==> src/rtl/incl_output_map.svh <==
// register offsets, limits, reset values and timing counts of the output stage
`ifndef INCL_OUTPUT_MAP_SVH
`define INCL_OUTPUT_MAP_SVH
// register byte offsets
`define OFS_CTRL 8'h00
`define OFS_CUTOFF 8'h04
`define OFS_GYRO 8'h08
`define OFS_RSTART 8'h0C
`define OFS_REND 8'h10
`define OFS_THR_A 8'h14
`define OFS_HOLD 8'h18
`define OFS_THR_B 8'h1C
`define OFS_DELAY 8'h20
`define OFS_STATUS 8'h24
`define OFS_LP_VAL 8'h28
`define OFS_FUS_VAL 8'h2C
`define OFS_OFFSET 8'h30
// ctrl fields
`define CTRL_TYPE_LSB 0
`define CTRL_SRC_BIT 2
`define CTRL_ZERO_BIT 3
// status fields
`define STAT_SW_BIT 0
`define STAT_ERR_BIT 1
// limits in 0.01 units (hz, deg, ms), gyro weight in percent
`define CUTOFF_MIN 16'sh001E
`define CUTOFF_MAX 16'sh0190
`define GYRO_MAX 16'sh0064
`define ANGLE_MIN 16'shB9B0
`define ANGLE_MAX 16'sh4650
`define ZERO_DEG 16'sh0000
`define SPAN_MIN 16'sh0064
`define SPAN_MAX 17'h08E0C
`define PARAM_MAX 16'sh270F
// reset values
`define RST_CUTOFF 16'sh0190
`define RST_GYRO 16'sh0064
`define RST_RSTART 16'shB9B0
`define RST_REND 16'sh4650
`define RST_ZERO 16'sh0000
// time base: one tick is 0.01 ms
`define TICK_NS 10000
`define CLK_NS 4
`define TICK_CYC (`TICK_NS / `CLK_NS)
`define CODE_FULL 16'hFFFF
`define RESP_OKAY 2'b00
`define RESP_SLVERR 2'b10
`endif

==> src/rtl/incl_output_pkg.sv <==
// types shared by the inclination output stage
package incl_output_pkg;
    // output type selection
    typedef enum logic [1:0] {
        OUT_OFF, OUT_CURRENT, OUT_VOLTAGE, OUT_SWITCH
    } out_type_t;
    // switching output state
    typedef enum logic {
        SW_IDLE, SW_ACTIVE
    } sw_state_t;
    // both filter results for one sample, 0.01 deg signed
    typedef struct packed {
        logic signed [15:0] lp;
        logic signed [15:0] fus;
    } angles_t;
    // settings that steer the filters
    typedef struct packed {
        logic [15:0] cutoff;
        logic [15:0] gyro;
    } filt_cfg_t;
endpackage

==> src/rtl/range_scaler.sv <==
// sequential divider mapping a position in the range onto a full scale code
`include "incl_output_map.svh"
module range_scaler (
    input wire logic i_clk_sys,
    input wire logic i_arst_n,
    input wire logic i_start,
    input wire logic [16:0] i_num,
    input wire logic [16:0] i_den,
    output logic [15:0] o_code,
    output logic o_done
);
    logic [32:0] rem, next_rem;      // partial remainder
    logic [15:0] quo, next_quo;      // quotient bits so far
    logic [4:0] cnt, next_cnt;       // bits left to produce
    logic [15:0] code, next_code;
    logic done, next_done;
    logic [33:0] trial;
    // =======================================
    // one quotient bit per clock
    always_comb begin
        next_rem = rem;
        next_quo = quo;
        next_cnt = cnt;
        next_code = code;
        next_done = 1'b0;
        trial = {rem, 1'b0} - {17'h0_0000, i_den};
        if (i_start) begin
            // position equal to span gives full scale
            next_rem = {16'h0000, i_num};
            next_quo = 16'h0000;
            next_cnt = 5'h10;
        end else if (cnt != 5'h00) begin
            if (!trial[33]) begin
                next_rem = trial[32:0];
                next_quo = {quo[14:0], 1'b1};
            end else begin
                next_rem = {rem[31:0], 1'b0};
                next_quo = {quo[14:0], 1'b0};
            end
            next_cnt = cnt - 5'h01;
            if (cnt == 5'h01) begin
                next_done = 1'b1;
                next_code = (i_num >= i_den) ? `CODE_FULL : next_quo;
            end
        end
    end
    // registers of the divider
    always_ff @(posedge i_clk_sys or negedge i_arst_n) begin
        if (!i_arst_n) begin
            rem <= 33'h0_0000_0000;
            quo <= 16'h0000;
            cnt <= 5'h00;
            code <= 16'h0000;
            done <= 1'b0;
        end else begin
            rem <= next_rem;
            quo <= next_quo;
            cnt <= next_cnt;
            code <= next_code;
            done <= next_done;
        end
    end
    assign o_code = code;
    assign o_done = done;
endmodule

==> src/rtl/incl_output_stage.sv <==
// output stage: zeroing, range scaling, switching output and register slave
//
// Summary of operation
// - cutoff accepted only 0.3 to 4 Hz
// - gyro weighting accepted only 0 to 100 percent
// - zero command captures angle as offset
// - range start -180..0, end -180..180
// - range end below start is refused
// - span scaled onto range, sensitivity bounded
// - at most one output type drives output, none with OUT_OFF
// - analog source selects low-pass or fusion
// - switch goes active above threshold A
// - active held at least min hold time
// - release after continuous below-B release delay
// - both filter results always readable
//
// Design decisions made here: the register addresses and the AXI4-Lite register port.
`include "incl_output_map.svh"
module incl_output_stage (
    input wire logic i_clk_sys,
    input wire logic i_arst_n,
    input wire incl_output_pkg::angles_t i_angles,
    input wire logic i_sample,
    input wire logic i_awvalid,
    output logic o_awready,
    input wire logic [7:0] i_awaddr,
    input wire logic i_wvalid,
    output logic o_wready,
    input wire logic [31:0] i_wdata,
    input wire logic [3:0] i_wstrb,
    output logic o_bvalid,
    input wire logic i_bready,
    output logic [1:0] o_bresp,
    input wire logic i_arvalid,
    output logic o_arready,
    input wire logic [7:0] i_araddr,
    output logic o_rvalid,
    input wire logic i_rready,
    output logic [31:0] o_rdata,
    output logic [1:0] o_rresp,
    output incl_output_pkg::filt_cfg_t o_filt_cfg,
    output incl_output_pkg::out_type_t o_out_type,
    output logic [15:0] o_aout_code,
    output logic o_switch
);
    // =======================================
    // helpers
    // true when v lies within lo..hi, signed
    function automatic logic in_lim(input logic signed [15:0] v, input logic signed [15:0] lo,
                                    input logic signed [15:0] hi);
        in_lim = (v >= lo) && (v <= hi);
    endfunction
    // difference of two angles at one more bit
    function automatic logic signed [16:0] sdiff(input logic signed [15:0] a, input logic signed [15:0] b);
        sdiff = 17'(a) - 17'(b);
    endfunction
    // =======================================
    // settings and bus state
    incl_output_pkg::out_type_t out_type, next_out_type; // active output type
    logic src_fus, next_src_fus;                        // analog source select
    logic signed [15:0] cutoff, next_cutoff;            // 0.01 hz
    logic signed [15:0] gyro, next_gyro;                // percent
    logic signed [15:0] rstart, next_rstart;            // 0.01 deg
    logic signed [15:0] rend, next_rend;
    logic signed [15:0] thr_a, next_thr_a;
    logic signed [15:0] thr_b, next_thr_b;
    logic signed [15:0] hold, next_hold;                // 0.01 ms
    logic signed [15:0] delay, next_delay;
    logic signed [15:0] offset, next_offset;            // zero point
    logic cfg_err, next_cfg_err;                        // sticky refusal
    logic aw_rdy, next_aw_rdy;
    logic b_vld, next_b_vld;
    logic [1:0] b_resp, next_b_resp;
    logic ar_rdy, next_ar_rdy;
    logic r_vld, next_r_vld;
    logic [31:0] r_data, next_r_data;
    logic [1:0] r_resp, next_r_resp;
    logic wr_go, rd_go, wr_bad;
    logic signed [15:0] wv;                             // low half of write data
    logic signed [15:0] sel_ang;                        // chosen source
    logic signed [16:0] span;
    assign wr_go = aw_rdy && i_awvalid && i_wvalid;
    assign rd_go = ar_rdy && i_arvalid;
    assign wv = i_wdata[15:0];
    // offered angle of the selected source
    assign sel_ang = src_fus ? i_angles.fus : i_angles.lp;
    // =======================================
    // register writes, refused values keep the old setting
    always_comb begin
        next_out_type = out_type;
        next_src_fus = src_fus;
        next_cutoff = cutoff;
        next_gyro = gyro;
        next_rstart = rstart;
        next_rend = rend;
        next_thr_a = thr_a;
        next_thr_b = thr_b;
        next_hold = hold;
        next_delay = delay;
        next_offset = offset;
        next_cfg_err = cfg_err;
        wr_bad = 1'b0;
        span = 17'h0_0000;
        if (wr_go && (i_wstrb != 4'h0)) begin
            unique case (i_awaddr)
                `OFS_CTRL: begin
                    next_out_type = incl_output_pkg::out_type_t'(i_wdata[`CTRL_TYPE_LSB +: 2]);
                    next_src_fus = i_wdata[`CTRL_SRC_BIT];
                    if (i_wdata[`CTRL_ZERO_BIT]) begin
                        next_offset = sel_ang;
                    end
                end
                `OFS_CUTOFF: begin
                    if (in_lim(wv, `CUTOFF_MIN, `CUTOFF_MAX)) next_cutoff = wv;
                    else wr_bad = 1'b1;
                end
                `OFS_GYRO: begin
                    if (in_lim(wv, `ZERO_DEG, `GYRO_MAX)) next_gyro = wv;
                    else wr_bad = 1'b1;
                end
                `OFS_RSTART: begin
                    span = sdiff(rend, wv);
                    // start window and end not below start, span bounds sensitivity
                    if (in_lim(wv, `ANGLE_MIN, `ZERO_DEG) && span >= 17'(`SPAN_MIN)) begin
                        next_rstart = wv;
                    end else wr_bad = 1'b1;
                end
                `OFS_REND: begin
                    span = sdiff(wv, rstart);
                    if (in_lim(wv, `ANGLE_MIN, `ANGLE_MAX) && span >= 17'(`SPAN_MIN)) begin
                        next_rend = wv;
                    end else wr_bad = 1'b1;
                end
                `OFS_THR_A: begin
                    if (in_lim(wv, `ZERO_DEG, `PARAM_MAX)) next_thr_a = wv;
                    else wr_bad = 1'b1;
                end
                `OFS_HOLD: begin
                    if (in_lim(wv, `ZERO_DEG, `PARAM_MAX)) next_hold = wv;
                    else wr_bad = 1'b1;
                end
                `OFS_THR_B: begin
                    if (in_lim(wv, `ZERO_DEG, `PARAM_MAX)) next_thr_b = wv;
                    else wr_bad = 1'b1;
                end
                `OFS_DELAY: begin
                    if (in_lim(wv, `ZERO_DEG, `PARAM_MAX)) next_delay = wv;
                    else wr_bad = 1'b1;
                end
                `OFS_STATUS: begin
                    // write one clears the refusal flag
                    if (i_wdata[`STAT_ERR_BIT]) next_cfg_err = 1'b0;
                end
                default: wr_bad = 1'b1;
            endcase
        end
        // a refusal in the clearing cycle still sets the flag
        if (wr_bad) next_cfg_err = 1'b1;
    end
    // =======================================
    // bus handshake: both write channels taken in one cycle
    always_comb begin
        next_aw_rdy = 1'b0;
        next_b_vld = b_vld;
        next_b_resp = b_resp;
        next_ar_rdy = 1'b0;
        next_r_vld = r_vld;
        next_r_data = r_data;
        next_r_resp = r_resp;
        if (!aw_rdy && !b_vld && i_awvalid && i_wvalid) next_aw_rdy = 1'b1;
        if (wr_go) begin
            next_b_vld = 1'b1;
            next_b_resp = wr_bad ? `RESP_SLVERR : `RESP_OKAY;
        end else if (b_vld && i_bready) begin
            next_b_vld = 1'b0;
        end
        if (!ar_rdy && !r_vld && i_arvalid) next_ar_rdy = 1'b1;
        if (rd_go) begin
            next_r_vld = 1'b1;
            next_r_resp = `RESP_OKAY;
            unique case (i_araddr)
                `OFS_CTRL: next_r_data = {28'h000_0000, 1'b0, src_fus, out_type};
                `OFS_CUTOFF: next_r_data = {16'h0000, cutoff};
                `OFS_GYRO: next_r_data = {16'h0000, gyro};
                `OFS_RSTART: next_r_data = {16'h0000, rstart};
                `OFS_REND: next_r_data = {16'h0000, rend};
                `OFS_THR_A: next_r_data = {16'h0000, thr_a};
                `OFS_HOLD: next_r_data = {16'h0000, hold};
                `OFS_THR_B: next_r_data = {16'h0000, thr_b};
                `OFS_DELAY: next_r_data = {16'h0000, delay};
                `OFS_STATUS: next_r_data = {30'h0000_0000, cfg_err, o_switch};
                `OFS_LP_VAL: next_r_data = {16'h0000, i_angles.lp};
                `OFS_FUS_VAL: next_r_data = {16'h0000, i_angles.fus};
                `OFS_OFFSET: next_r_data = {16'h0000, offset};
                default: begin
                    next_r_data = 32'h0000_0000;
                    next_r_resp = `RESP_SLVERR;
                end
            endcase
        end else if (r_vld && i_rready) begin
            next_r_vld = 1'b0;
        end
    end
    // settings and bus registers
    always_ff @(posedge i_clk_sys or negedge i_arst_n) begin
        if (!i_arst_n) begin
            out_type <= incl_output_pkg::OUT_OFF;
            src_fus <= 1'b0;
            cutoff <= `RST_CUTOFF;
            gyro <= `RST_GYRO;
            rstart <= `RST_RSTART;
            rend <= `RST_REND;
            thr_a <= `RST_ZERO;
            thr_b <= `RST_ZERO;
            hold <= `RST_ZERO;
            delay <= `RST_ZERO;
            offset <= `RST_ZERO;
            cfg_err <= 1'b0;
            aw_rdy <= 1'b0;
            b_vld <= 1'b0;
            b_resp <= `RESP_OKAY;
            ar_rdy <= 1'b0;
            r_vld <= 1'b0;
            r_data <= 32'h0000_0000;
            r_resp <= `RESP_OKAY;
        end else begin
            out_type <= next_out_type;
            src_fus <= next_src_fus;
            cutoff <= next_cutoff;
            gyro <= next_gyro;
            rstart <= next_rstart;
            rend <= next_rend;
            thr_a <= next_thr_a;
            thr_b <= next_thr_b;
            hold <= next_hold;
            delay <= next_delay;
            offset <= next_offset;
            cfg_err <= next_cfg_err;
            aw_rdy <= next_aw_rdy;
            b_vld <= next_b_vld;
            b_resp <= next_b_resp;
            ar_rdy <= next_ar_rdy;
            r_vld <= next_r_vld;
            r_data <= next_r_data;
            r_resp <= next_r_resp;
        end
    end
    // =======================================
    // analog path: zeroed angle clamped into the range, then divided
    logic signed [16:0] zeroed;                         // angle minus offset
    logic signed [17:0] pos;                            // position in range
    logic [16:0] num;
    logic [15:0] code;
    logic code_done;
    assign zeroed = sdiff(sel_ang, offset);
    assign pos = 18'(zeroed) - 18'(rstart);
    assign num = pos[17] ? 17'h0_0000 : pos[16:0];
    range_scaler u_scaler (
        .i_clk_sys(i_clk_sys),
        .i_arst_n(i_arst_n),
        .i_start(i_sample),
        .i_num(num),
        .i_den(17'(sdiff(rend, rstart))),
        .o_code(code),
        .o_done(code_done)
    );
    // =======================================
    // switching output
    incl_output_pkg::sw_state_t sw, next_sw;
    logic [15:0] hold_cnt, next_hold_cnt;               // ticks of hold left
    logic [15:0] rel_cnt, next_rel_cnt;                 // ticks spent below B
    logic below, next_below;                            // last sample under B
    logic [11:0] pre, next_pre;                         // tick prescaler
    logic tick, below_now;
    assign tick = (pre == 12'(`TICK_CYC - 1));
    assign below_now = i_sample ? (zeroed < 17'(thr_b)) : below;
    // next state of the switching machine
    always_comb begin
        next_sw = sw;
        next_hold_cnt = hold_cnt;
        next_rel_cnt = rel_cnt;
        next_below = below_now;
        next_pre = tick ? 12'h000 : pre + 12'h001;
        if (tick && hold_cnt != 16'h0000) next_hold_cnt = hold_cnt - 16'h0001;
        if (!below_now) next_rel_cnt = 16'h0000;
        else if (tick && rel_cnt != 16'hFFFF) next_rel_cnt = rel_cnt + 16'h0001;
        unique case (sw)
            incl_output_pkg::SW_IDLE: begin
                if (i_sample && zeroed > 17'(thr_a)) begin
                    next_sw = incl_output_pkg::SW_ACTIVE;
                    // one extra tick: the prescaler runs free, so the first tick may come at once
                    next_hold_cnt = (hold == `RST_ZERO) ? 16'h0000 : 16'(hold) + 16'h0001;
                    next_rel_cnt = 16'h0000;
                end
            end
            incl_output_pkg::SW_ACTIVE: begin
                // first tick below b may be partial, so a nonzero delay needs one tick more
                if (hold_cnt == 16'h0000 && below_now
                    && (delay == `RST_ZERO || rel_cnt > 16'(delay))) begin
                    next_sw = incl_output_pkg::SW_IDLE;
                end
            end
        endcase
    end
    // registers of the switching machine and the outputs
    always_ff @(posedge i_clk_sys or negedge i_arst_n) begin
        if (!i_arst_n) begin
            sw <= incl_output_pkg::SW_IDLE;
            hold_cnt <= 16'h0000;
            rel_cnt <= 16'h0000;
            below <= 1'b0;
            pre <= 12'h000;
            o_switch <= 1'b0;
            o_aout_code <= 16'h0000;
            o_out_type <= incl_output_pkg::OUT_OFF;
            o_filt_cfg <= '0;
        end else begin
            sw <= next_sw;
            hold_cnt <= next_hold_cnt;
            rel_cnt <= next_rel_cnt;
            below <= next_below;
            pre <= next_pre;
            // switch only drives in switching mode
            o_switch <= (out_type == incl_output_pkg::OUT_SWITCH) && (next_sw == incl_output_pkg::SW_ACTIVE);
            if (out_type == incl_output_pkg::OUT_CURRENT || out_type == incl_output_pkg::OUT_VOLTAGE) begin
                if (code_done) o_aout_code <= code;
            end else begin
                o_aout_code <= 16'h0000;
            end
            o_out_type <= out_type;
            o_filt_cfg <= {cutoff, gyro};
        end
    end
    assign o_awready = aw_rdy;
    assign o_wready = aw_rdy;
    assign o_bvalid = b_vld;
    assign o_bresp = b_resp;
    assign o_arready = ar_rdy;
    assign o_rvalid = r_vld;
    assign o_rdata = r_data;
    assign o_rresp = r_resp;
endmodule

==> config.mk <==
export PLATFORM = sky130hd
export DESIGN_NAME = incl_output_stage
export DESIGN_NICKNAME = d
export VERILOG_FILES = /design/src/rtl/incl_output_pkg.sv /design/src/rtl/range_scaler.sv /design/src/rtl/incl_output_stage.sv
export VERILOG_INCLUDE_DIRS = /design/src /design/src/rtl
export SDC_FILE = /design/constraint.sdc
export NUM_CORES = 1
export LEC_CHECK = 0
export BUFFER_PORTS_ARGS = -buffer_cell sky130_fd_sc_hd__buf_4
export CORE_ASPECT_RATIO = 1.1
export CORE_MARGIN = 2
export CORE_UTILIZATION = 64
export DETAILED_ROUTE_END_ITERATION = 8
export PLACE_DENSITY = 0.95
export REMOVE_ABC_BUFFERS = 1
export SYNTH_ARGS = -nofsm -noshare
export SYNTH_HDL_FRONTEND = slang
export SYNTH_SLANG_ARGS = --single-unit
==> constraint.sdc <==
create_clock -name i_clk_sys -period 18 [get_ports i_clk_sys]
set_input_delay 1.8 -clock i_clk_sys [delete_from_list [all_inputs] [get_ports i_clk_sys]]
set_output_delay 1.8 -clock i_clk_sys [all_outputs]
set_load 0.02 [all_outputs]
==> flow_summary.json <==
{
  "die_y_um": 197.2,
  "violations": "max-capacitance violations, max-slew violations",
  "die-width_um": 179.6,
  "r2r_cells": 27,
  "rsz0062_at_grt": "no",
  "ys_ff_latch": 337,
  "fin_tns_setup_ns": 0,
  "antenna_found_initial": 1,
  "holdWs_ns": 0.3954,
  "grt_pass1_vias": 19310,
  "regToRegStartpoint": "src_fus$_DFFE_PN0P_",
  "num_vias": 19430,
  "drc_errors": 0,
  "grt_use_total_pct": 35.71,
  "final_hold_viol_count": 0,
  "r2r-end": "u_scaler.o_code[14]$_DFFE_PN0P_",
  "required_ns": 18.41,
  "layout-drive-gt1-share_pct": 14.22,
  "status": "finished with violations",
  "synthArstFlopShare_pct": 100.0,
  "grt_overflow": 0,
  "arrival_ns": 8.61,
  "cts_root_buf": "clkbuf_16",
  "ant_nets": 0,
  "slew_headroom_pct": -6.566,
  "layout_commonest_cell": "dfrtp_1",
  "cts.clk_slew.worst_paths_ns": 0.06,
  "yosysSeqAreaShare_pct": 38.94,
  "synthFlopType": "dfrtp_1",
  "rows": 70,
  "grtUsageMet3_pct": 7.836,
  "peakVddDrop_mv": 0.07760,
  "use_met2_pct": 56.55,
  "finalNetCount": 2698,
  "postSynthAreaPerCell_um2": 9.411,
  "placed_area_um2": 23150,
  "final_area_um2": 24430,
  "synth_edf_count": 0,
  "drt_iter0_drc": 2397,
  "start_util_pct": 65.09,
  "fmax_mhz": 122.0,
  "busiest_layer": "met2",
  "reg2reg_slack_ns": 9.92,
  "synth_cells": 2308,
  "critPathCaptureType": "flop",
  "grt_max_degree": 126,
  "die-area_um2": 35430,
  "finClkSkew_ns": 0.03856,
  "cts_hold_buf": 0,
  "cp_num_cells": 28,
  "yosysUniqueCellTypes": 84,
  "grt_pass1_wl_mm": 101.5,
  "place_congestion": 0.9562,
  "drv_slew": 17,
  "post-route-period-util_pct": 45.55,
  "min_period_ns": 8.199,
  "final_cell_mix": "dfrtp_1 (318), nor2_1 (180), nand2_1 (177)",
  "htree_num_levels": 2,
  "powerDensity_nw_per_um2": 97.19,
  "crit_family": "compound AO/OA/AOI/OAI gates",
  "path_buf_inv": 1,
  "boundaryPins": 184,
  "ctsResizeCount": 0,
  "cp-endpoint": "u_scaler.o_code[14]$_DFFE_PN0P_",
  "worstSetupStartpointType": "input port",
  "cts_max_path_buffers": 3,
  "post_drt_wl_per_cell_um": 22.38,
  "crit_type": "input port to flop",
  "post-dp-hpwl_mm": 46.64,
  "tightest_slew_ns": 1.593,
  "clock_latency_ns": 0.56,
  "slowest_delay_ns": 0.50,
  "finalWirelength_mm": 64.60,
  "ys_warn_count": 0,
  "setup_viol_count_final": 0,
  "portBuffers": 149,
  "crit_path_top_delay_cell": "nand3_1",
  "grt_use_met1_pct": 45.30,
  "cap_violations": 1,
  "viasPerCell": 6.729,
  "leakagePower_nw": 11.59,
  "numCtsBuffers": 36,
  "fp.coreArea_um2": 33370,
  "clock_sinks": 337,
  "path_max_fanout": 21,
  "drt-pass1-iter-count": 8,
  "critPathLaunch": "i_angles[2]",
  "postCtsSetupRepairBufs": 0,
  "hold_class": "flop to flop",
  "netlist_area_um2": 21720,
  "cts_tree": "yes",
  "syn2layout_area_growth_pct": 12.49,
  "hold_depth": 0
}
worst min path at each step:
stage | from | endpoint | slack (ns)
after CTS | cutoff[12]$_DFFE_PN0P_ | o_filt_cfg[28]$_DFF_PN0_ | 0.40
final | cutoff[12]$_DFFE_PN0P_ | o_filt_cfg[28]$_DFF_PN0_ | 0.40
after global routing | gyro[13]$_DFFE_PN0P_ | o_filt_cfg[13]$_DFF_PN0_ | 0.41
after detailed placement | cutoff[14]$_DFFE_PN0P_ | o_filt_cfg[30]$_DFF_PN0_ | 0.39
after global placement | cutoff[12]$_DFFE_PN0P_ | o_filt_cfg[28]$_DFF_PN0_ | 0.38
after floorplan | cutoff[11]$_DFFE_PN0P_ | o_filt_cfg[27]$_DFF_PN0_ | 0.37
kinds of logic after synthesis:
kind of cell / count (synthesis) / share of synthesized area [%]
AOI/OAI and AO/OA: 569 / 17.97
xor gates and xnor gates: 123 / 4.960
adders and majority gates: 181 / 10.62
buffers and inverters: 251 / 4.701
DFF: 337 / 38.94
muxes: 130 / 6.377
other: 1 / 0.01727
and+or+nand+nor: 716 / 16.41
flip-flops by register name, summed over array words and instances (netlist names), 5 cells and up:
signal and count:
hold 16, rend 16, o_rdata 16, u_scaler.o_code 16, u_scaler.cnt 5, cutoff 16, gyro 16, rstart 16
rel_cnt 16, offset 16, o_aout_code 16, u_scaler.rem 33, o_filt_cfg 32, u_scaler.quo 15, thr_a 16, thr_b 16
pre 12, delay 16, hold_cnt 16
Yosys cell counts, drive strengths merged, types with 15 or more instances:
master,count,area share [%]
o21ai,128,2.9
a222oi,17,0.78
or3,23,0.69
nand2,178,3.1
a22o,28,1.1
nand4,26,0.75
a22oi,16,0.55
mux2i,63,2.9
nor4,30,1.0
a21o,49,1.7
a31oi,24,0.72
dfrtp,318,37
xor2,52,2.1
clkbuf,75,1.3
inv,145,2.5
nor2,181,3.1
nor3,58,1.3
o21a,26,0.90
a211oi,33,1.1
a21oi,101,2.3
nand3,62,1.5
dfstp,19,2.3
nand2b,19,0.55
mux2,67,3.5
xnor2,71,2.9
ha,174,10
nor2b,55,1.6
a221oi,28,1.1
o22a,16,0.65
and3,17,0.49
buf,31,0.90
and2,15,0.43
power breakdown:
part	switching [mW]	total, mW	internal (mW)
Combinational	0.398	0.685	0.287
Clock	0.332	0.813	0.481
Sequential	0.0588	0.877	0.819
Total	0.789	2.37	1.59
through the flow:
step / util [%] / cells / power, mW / worst slack [ns]
2_1_floorplan: - / 2219 / 1.370 / 10.93
3_3_place_gp: 69.37 / 2820 / 1.515 / 9.572
4_1_cts: 73.21 / 2886 / 2.361 / 9.968
5_1_grt: 73.22 / 2887 / 2.478 / 9.417
3_5_place_dp: 69.37 / 2820 / 1.550 / 9.446
6_report: 73.22 / 2887 / 2.375 / 9.801
per-layer routing:
layer | wire (µm) | share of wire (%)
met3 | 6957 | 11
met5 | 0 | 0
met1 | 24590 | 38
met2 | 28750 | 44
met4 | 4309 | 6.7
layout make-up:
| type | instances | area (µm²) |
|---|---|---|
| timing repair buffer | 169 | 1276 |
| multi-input combinational | 1737 | 12330 |
| antenna | 1 | 2.502 |
| clock buffer | 46 | 988.4 |
| fill | 2205 | 8936 |
| sequential | 337 | 8457 |
| inverter | 145 | 544.3 |
| tap | 432 | 540.5 |
| clock inverter | 20 | 295.3 |
(Power assumes the default switching activity.)
